==> src/include/ccr_pkg.sv <==
`default_nettype none
package ccr_pkg;
  // Register offsets (word index on the plain register port)
  localparam logic [4:0] REG_COPPER_CONTROL = 5'h00;
  localparam logic [4:0] REG_LINE_CTRL      = 5'h10;
  localparam logic [4:0] REG_MAC_CTRL       = 5'h11;
  localparam logic [4:0] REG_STATE          = 5'h12;

  // Copper control field positions
  localparam int BIT_RESET    = 15;
  localparam int BIT_LOOPBACK = 14;
  localparam int BIT_SPD_LSB  = 13;
  localparam int BIT_AN_EN    = 12;
  localparam int BIT_PWR_DN   = 11;
  localparam int BIT_ISOLATE  = 10;
  localparam int BIT_AN_RST   = 9;
  localparam int BIT_DUPLEX   = 8;
  localparam int BIT_SPD_MSB  = 6;

  // Line control: second power-down bit
  localparam int BIT_LINE_PDN = 2;
  // MAC control: keep MAC interface alive in power down, loopback speed
  localparam int BIT_MAC_KEEP  = 3;
  localparam int BIT_LB_SPD_MSB = 6;
  localparam int BIT_LB_SPD_LSB = 13;

  // Reset values and copper control write mask
  localparam logic [15:0] COPPER_CONTROL_RST = 16'h1140;
  localparam logic [15:0] LINE_CTRL_RST      = 16'h0000;
  localparam logic [15:0] MAC_CTRL_RST       = 16'h0040;
  localparam logic [15:0] COPPER_WMASK       = 16'hFF40;

  // Length of the state-machine reset pulse
  localparam int RESET_TIME_NS   = 80;
  localparam int CLK_PERIOD_NS   = 8;
  localparam int RESET_CYCLES    =
    (RESET_TIME_NS + CLK_PERIOD_NS - 1) / CLK_PERIOD_NS;
  localparam logic [3:0] RESET_CYC = 4'(RESET_CYCLES);

  typedef enum logic [1:0] {
    SPD_10   = 2'b00,
    SPD_100  = 2'b01,
    SPD_1000 = 2'b10,
    SPD_RSVD = 2'b11
  } ccr_speed_t;

  typedef enum logic [1:0] {
    ST_IDLE  = 2'b00,
    ST_RESET = 2'b01,
    ST_PDOWN = 2'b10
  } ccr_state_t;

  typedef struct packed {
    logic [15:0] copper;
    logic [15:0] line;
    logic [15:0] mac;
    logic [1:0]  spd;
    logic        an_en;
    logic        duplex;
    ccr_state_t  st;
    logic [3:0]  cnt;
    logic        an_restart;
    logic [15:0] rdata;
  } ccr_regs_t;

  typedef struct packed {
    logic [1:0] speed;
    logic       full_duplex;
    logic       an_enable;
    logic       adv_only_1000;
  } ccr_link_cfg_t;
endpackage
`default_nettype wire

==> src/rtl/ccr_copper_control.sv <==
`default_nettype none
module ccr_copper_control (
  // Clock and reset
  input  wire logic                  CLK_I,
  input  wire logic                  RST_I,
  // Register port
  input  wire logic [4:0]            ADDR_I,
  input  wire logic [15:0]           WDATA_I,
  input  wire logic                  WR_I,
  input  wire logic                  RD_I,
  output logic      [15:0]           RDATA_O,
  // MAC-side data
  input  wire logic [7:0]            MAC_TXD_I,
  input  wire logic                  MAC_TXEN_I,
  output logic      [7:0]            MAC_RXD_O,
  output logic                       MAC_RXDV_O,
  output logic                       MAC_OE_O,
  // Line side
  input  wire logic [7:0]            LINE_RXD_I,
  input  wire logic                  LINE_RXDV_I,
  input  wire logic                  LINE_LINK_I,
  output logic      [7:0]            LINE_TXD_O,
  output logic                       LINE_TXEN_O,
  output logic                       LINK_UP_O,
  // Controls to other PHY logic
  output logic                       SM_RESET_O,
  output logic                       AN_RESTART_O,
  output logic                       LOOPBACK_O,
  output logic                       POWER_DOWN_O,
  output logic                       MAC_IF_ON_O,
  output ccr_pkg::ccr_link_cfg_t     LINK_CFG_O
);

  ccr_pkg::ccr_regs_t r_reg;
  ccr_pkg::ccr_regs_t r_next;

  logic [7:0] txd_reg;
  logic       txen_reg;
  logic [7:0] rxd_reg;
  logic       rxdv_reg;

  logic wr_copper;
  logic pd_req;
  logic pd_exit;
  logic apply;
  logic sw_reset;

  assign wr_copper = WR_I && (ADDR_I == ccr_pkg::REG_COPPER_CONTROL);

  always_comb begin
    r_next     = r_reg;
    r_next.an_restart = 1'b0;
    sw_reset   = 1'b0;
    pd_req     = r_reg.copper[ccr_pkg::BIT_PWR_DN]
                 | r_reg.line[ccr_pkg::BIT_LINE_PDN];
    pd_exit    = (r_reg.st == ccr_pkg::ST_PDOWN) && !pd_req;
    apply      = 1'b0;
    if (wr_copper) begin
      r_next.copper = (WDATA_I & ccr_pkg::COPPER_WMASK)
                      | (r_reg.copper & 16'h8000);
      if (WDATA_I[ccr_pkg::BIT_RESET]) begin
        sw_reset = 1'b1;
      end
      if (WDATA_I[ccr_pkg::BIT_AN_RST]) begin
        apply = 1'b1;
        r_next.an_restart = 1'b1;
      end
    end
    if (WR_I && ADDR_I == ccr_pkg::REG_LINE_CTRL) begin
      r_next.line = WDATA_I & 16'h0004;
    end
    if (WR_I && ADDR_I == ccr_pkg::REG_MAC_CTRL) begin
      r_next.mac = WDATA_I & 16'h2048;
    end
    if (pd_exit) begin
      sw_reset = 1'b1;
    end
    if (sw_reset) begin
      apply = 1'b1;
      r_next.an_restart = 1'b1;
      r_next.copper[ccr_pkg::BIT_RESET] = 1'b1;
      r_next.st = ccr_pkg::ST_RESET;
      r_next.cnt = ccr_pkg::RESET_CYC;
    end
    if (apply) begin
      // Pending values latch from the copper word as it stands this cycle, the written one or the held one on power-up
      r_next.spd = {r_next.copper[ccr_pkg::BIT_SPD_MSB],
                    r_next.copper[ccr_pkg::BIT_SPD_LSB]};
      r_next.an_en = r_next.copper[ccr_pkg::BIT_AN_EN];
      r_next.duplex = r_next.copper[ccr_pkg::BIT_DUPLEX];
    end
    case (r_reg.st)
      ccr_pkg::ST_IDLE: begin
        if (pd_req && !sw_reset) begin
          r_next.st = ccr_pkg::ST_PDOWN;
        end
      end
      ccr_pkg::ST_RESET: begin
        if (!sw_reset) begin
          if (r_reg.cnt <= 4'h1) begin
            r_next.cnt = 4'h0;
            r_next.copper[ccr_pkg::BIT_RESET] = 1'b0;
            r_next.st = pd_req ? ccr_pkg::ST_PDOWN : ccr_pkg::ST_IDLE;
          end else begin
            r_next.cnt = r_reg.cnt - 4'h1;
          end
        end
      end
      ccr_pkg::ST_PDOWN: begin
      end
      default: begin
        r_next.st = ccr_pkg::ST_IDLE;
      end
    endcase
    // Restart bit reads back as zero: self-clearing
    r_next.copper[ccr_pkg::BIT_AN_RST] = 1'b0;
    r_next.rdata = r_reg.rdata;
    if (RD_I) begin
      case (ADDR_I)
        ccr_pkg::REG_COPPER_CONTROL: r_next.rdata = r_reg.copper;
        ccr_pkg::REG_LINE_CTRL:      r_next.rdata = r_reg.line;
        ccr_pkg::REG_MAC_CTRL:       r_next.rdata = r_reg.mac;
        ccr_pkg::REG_STATE: begin
          r_next.rdata = {10'h000, r_reg.st, r_reg.spd,
                          r_reg.an_en, r_reg.duplex};
        end
        default:                     r_next.rdata = 16'h0000;
      endcase
    end
  end

  always_ff @(posedge CLK_I or posedge RST_I) begin
    if (RST_I) begin
      r_reg.copper     <= ccr_pkg::COPPER_CONTROL_RST;
      r_reg.line       <= ccr_pkg::LINE_CTRL_RST;
      r_reg.mac        <= ccr_pkg::MAC_CTRL_RST;
      r_reg.spd        <= ccr_pkg::SPD_1000;
      r_reg.an_en      <= 1'b1;
      r_reg.duplex     <= 1'b1;
      r_reg.st         <= ccr_pkg::ST_IDLE;
      r_reg.cnt        <= 4'h0;
      r_reg.an_restart <= 1'b1;
      r_reg.rdata      <= 16'h0000;
    end else begin
      r_reg <= r_next;
    end
  end

  // Data path: loopback and isolate
  logic powered;
  logic mac_on;
  logic lb;
  assign powered = (r_reg.st != ccr_pkg::ST_PDOWN) && !pd_req;
  assign mac_on  = powered || r_reg.mac[ccr_pkg::BIT_MAC_KEEP];
  assign lb      = r_reg.copper[ccr_pkg::BIT_LOOPBACK];

  always_ff @(posedge CLK_I or posedge RST_I) begin
    if (RST_I) begin
      txd_reg  <= 8'h00;
      txen_reg <= 1'b0;
      rxd_reg  <= 8'h00;
      rxdv_reg <= 1'b0;
    end else begin
      txen_reg <= 1'b0;
      rxdv_reg <= 1'b0;
      if (!r_reg.copper[ccr_pkg::BIT_ISOLATE] && mac_on) begin
        if (lb) begin
          rxd_reg  <= MAC_TXD_I;
          rxdv_reg <= MAC_TXEN_I;
        end else if (powered) begin
          txd_reg  <= MAC_TXD_I;
          txen_reg <= MAC_TXEN_I;
          rxd_reg  <= LINE_RXD_I;
          rxdv_reg <= LINE_RXDV_I;
        end
      end
    end
  end

  logic forced_gig;
  assign forced_gig = !r_reg.an_en && (r_reg.spd == ccr_pkg::SPD_1000);

  assign RDATA_O      = r_reg.rdata;
  assign MAC_RXD_O    = rxd_reg;
  assign MAC_RXDV_O   = rxdv_reg;
  assign MAC_OE_O     = mac_on && !r_reg.copper[ccr_pkg::BIT_ISOLATE];
  assign LINE_TXD_O   = txd_reg;
  assign LINE_TXEN_O  = txen_reg && !lb;
  assign LINK_UP_O    = LINE_LINK_I && !lb && powered;
  assign SM_RESET_O   = (r_reg.st == ccr_pkg::ST_RESET);
  assign AN_RESTART_O = r_reg.an_restart;
  assign LOOPBACK_O   = lb;
  assign POWER_DOWN_O = !powered;
  assign MAC_IF_ON_O  = mac_on;
  always_comb begin
    LINK_CFG_O.speed = lb ? {r_reg.mac[ccr_pkg::BIT_LB_SPD_MSB],
                             r_reg.mac[ccr_pkg::BIT_LB_SPD_LSB]}
                          : r_reg.spd;
    LINK_CFG_O.full_duplex   = r_reg.duplex;
    LINK_CFG_O.an_enable     = r_reg.an_en || forced_gig;
    LINK_CFG_O.adv_only_1000 = forced_gig;
  end
endmodule
`default_nettype wire

==> config.mk <==
export PLATFORM = sky130hd
export DESIGN_NAME = ccr_copper_control
export DESIGN_NICKNAME = d
export VERILOG_FILES = /design/src/include/ccr_pkg.sv /design/src/rtl/ccr_copper_control.sv
export SDC_FILE = /design/constraint.sdc
export NUM_CORES = 1
export LEC_CHECK = 0
export ABC_AREA = 1
export BUFFER_PORTS_ARGS = -buffer_cell sky130_fd_sc_hd__buf_4
export CAP_MARGIN = 20
export CORE_ASPECT_RATIO = 1.75
export CORE_MARGIN = 10
export CORE_UTILIZATION = 56
export CTS_BUF_LIST = sky130_fd_sc_hd__clkbuf_4 sky130_fd_sc_hd__clkbuf_8
export DETAILED_ROUTE_END_ITERATION = 16
export GPL_TIMING_DRIVEN = 0
export HOLD_SLACK_MARGIN = 0.08
export PLACE_DENSITY_LB_ADDON = 0.08
export SLEW_MARGIN = 10
export SYNTH_ARGS = -nofsm -noshare
export SYNTH_HDL_FRONTEND = slang
export SYNTH_SLANG_ARGS = --single-unit
==> constraint.sdc <==
create_clock -name CLK_I -period 4.57 [get_ports CLK_I]
set_clock_uncertainty 0.1 [all_clocks]
set_input_delay 1.371 -clock CLK_I [delete_from_list [all_inputs] [get_ports CLK_I]]
set_output_delay 1.371 -clock CLK_I [all_outputs]
set_load 0.01 [all_outputs]
==> impl_metrics.json <==
{
  "status": "finished clean",
  "ys_warn_count": 0,
  "hold_path_class": "flip-flop to flip-flop",
  "endpoint_kind": "output pin",
  "synthDistinctLibCells": 37,
  "clk_latency_ns": 0.31,
  "ir_drop_v": 0.0004254,
  "antenna_found_initial": 0,
  "hold_buffers": 0,
  "p_per_area_mw_per_mm2": 485.3,
  "vias_per_cell": 5.088,
  "syn_inst": 310,
  "mostFrequentLayoutCells": "101 x buf_4, 94 x nand2_1, 47 x dfrtp_1",
  "track_usage_pct": 16.55,
  "syn_area_per_cell_sq_um": 8.738,
  "max_freq_mhz": 308.7,
  "rsz0062_at_grt": "no",
  "hold_viol_final": 0,
  "hpwl_mm": 5.294,
  "cts_root_buf": "clkbuf_8",
  "htree_levels": 2,
  "port_buffers": 82,
  "grt_pass1_vias": 2386,
  "synth_area_sq_mm": 0.002709,
  "yosys.area_share.adder_pct": 0.9238,
  "drive_above_1_share_pct": 36.07,
  "avgRoutedWirePerCell_um": 14.71,
  "fin_crit_ns": 3.239,
  "overflow": 0,
  "numCtsBuffers": 5,
  "crit_arrival_ns": 1.77,
  "largest_reg_flops": 20,
  "finalSetupViolations": 0,
  "slew_violations": 0,
  "cts_tree": "built",
  "layout_commonest_cell": "buf_4",
  "gp_congestion": 0.8550,
  "synthMuxAreaShare_pct": 1.663,
  "path_clk_slew_ns": 0.09,
  "yosys.area_share.simple_pct": 26.97,
  "vias": 2310,
  "total_power_mw": 1.714,
  "grt_max_degree": 40,
  "start_kind": "input pin",
  "tns_ns": 0,
  "diodes": 0,
  "final_nets": 447,
  "die_w_um": 72.58,
  "cts_setup_buffers": 0,
  "die_area_sq_mm": 0.008129,
  "totalWireLength_mm": 6.680,
  "worst-path-max-fanout": 1,
  "post_cts_resized": 0,
  "first_pass_iters": 6,
  "die_h_um": 112.0,
  "core_area_sq_mm": 0.004707,
  "cap_violations": 0,
  "io_pins": 90,
  "dr.first_iter.drc_count": 78,
  "clock_path_buffers": 2,
  "synth-seq-cells": 55,
  "clock-sinks": 55,
  "synth-compound-area-share_pct": 8.684,
  "crit_type": "input pin to output pin",
  "synth_top_family_by_area": "simple AND/OR/NAND/NOR gates",
  "synth_seq_area_share_pct": 51.18,
  "rows": 33,
  "initial_core_util_pct": 57.55,
  "fin_crit_sh_pct": 70.88,
  "fillers": 381,
  "p_leak_nw": 1.886,
  "synth_xor_area_share_pct": 0.3233,
  "drc_errors": 0,
  "ant_nets": 0,
  "required_ns": 3.10,
  "grt_pass1_wl_mm": 11.13,
  "syn_to_final_growth_pct": 30.35
}
cells in the mapped netlist (all sizes together):
| cell | instances | area, sq um |
|---|---|---|
| xor2 | 1 | 8.760 |
| nor4 | 1 | 6.260 |
| o22ai | 1 | 6.260 |
| nor2 | 19 | 115.1 |
| nand3 | 24 | 142.6 |
| mux2 | 4 | 45.04 |
| o21ai | 28 | 140.1 |
| buf | 24 | 172.7 |
| dfstp | 8 | 210.2 |
| a22oi | 1 | 7.510 |
| clkbuf | 2 | 7.510 |
| nand2 | 101 | 411.6 |
| o21bai | 1 | 7.510 |
| inv | 25 | 93.84 |
| o21a | 4 | 30.03 |
| a21oi | 5 | 28.78 |
| and2 | 1 | 6.260 |
| o31ai | 2 | 15.01 |
| conb | 1 | 3.750 |
| nand4 | 5 | 31.28 |
| nor3b | 1 | 7.510 |
| ha | 2 | 25.02 |
| dfrtp | 47 | 1176 |
| nor3 | 2 | 10.01 |
path summary, 6_finish.rpt:
| check | startpoint | end | slack [ns] | cells past startpoint |
|---|---|---|---|---|
| worst min-delay path | LINE_TXD_O[6] | LINE_TXD_O[6] | 0.38 | 2 |
| worst min register to register | LINE_TXD_O[6] | LINE_TXD_O[6] | 0.38 | 2 |
| worst max-delay path | LINE_LINK_I | LINK_UP_O | 1.33 | 3 |
| worst max register to register | r_reg[17] | r_reg[17] | 2.95 | 7 |
| max in group asynchronous | RST_I | r_reg[33] | 2.84 | 3 |
| min in group asynchronous | RST_I | MAC_RXD_O[7] | 0.93 | 2 |
cell type report:
class / instances / area, sq um / share of cell area, %
clock inverters: 2 / 35.03 / 0.9922
inverters: 25 / 93.84 / 2.658
repair buffers: 83 / 635.6 / 18.00
multi-input cells: 205 / 1052 / 29.80
clock buffers: 6 / 82.58 / 2.339
well taps: 52 / 65.06 / 1.843
plain buffers: 26 / 180.2 / 5.103
flip-flops and latches: 55 / 1386 / 39.26
metrics by stage:
step	setup slack [ns]	hold WS (ns)	utilization [%]	instances	area, sq um
final	1.331	0.3791	75.01	454	3531
after CTS	1.331	0.3827	75.01	454	3531
after global routing	1.279	0.3982	75.01	454	3531
after floorplan	1.422	0.3497	-	311	2713
after detailed placement	1.338	0.3598	72.51	446	3413
after global placement	1.098	0.3542	72.09	445	3393
critical path: stages:
cell     delay, ns
buf_4         0.07
nor3b_1       0.17
buf_4         0.15
logic make-up (layout without fill, tap and decap cells):
logic type / count (synthesis) / in the layout
flip-flops: 55 / 55
adder cells (fa/ha/maj): 2 / 2
other: 1 / 2
AO/OA/AOI/OAI: 42 / 42
XOR/XNOR: 1 / 1
multiplexers: 4 / 4
AND/OR/NAND/NOR: 154 / 154
buffers and inverters: 51 / 142
power by group:
part           switching, mW  total [mW]  internal [mW]
combinational          0.351       0.653          0.302
sequential            0.0899       0.727          0.637
clock                  0.156       0.333          0.177
total                  0.596        1.71           1.12
metal layers:
metal	vias to the layer above	track usage, %	wire, um
met5	-	0	0
met4	0	6.489	160
met3	12	4.622	511
met2	78	28.80	3335
met1	1061	18.04	2671
li1	1159	-	-
Note: power is estimated with default switching activity, not from simulation.
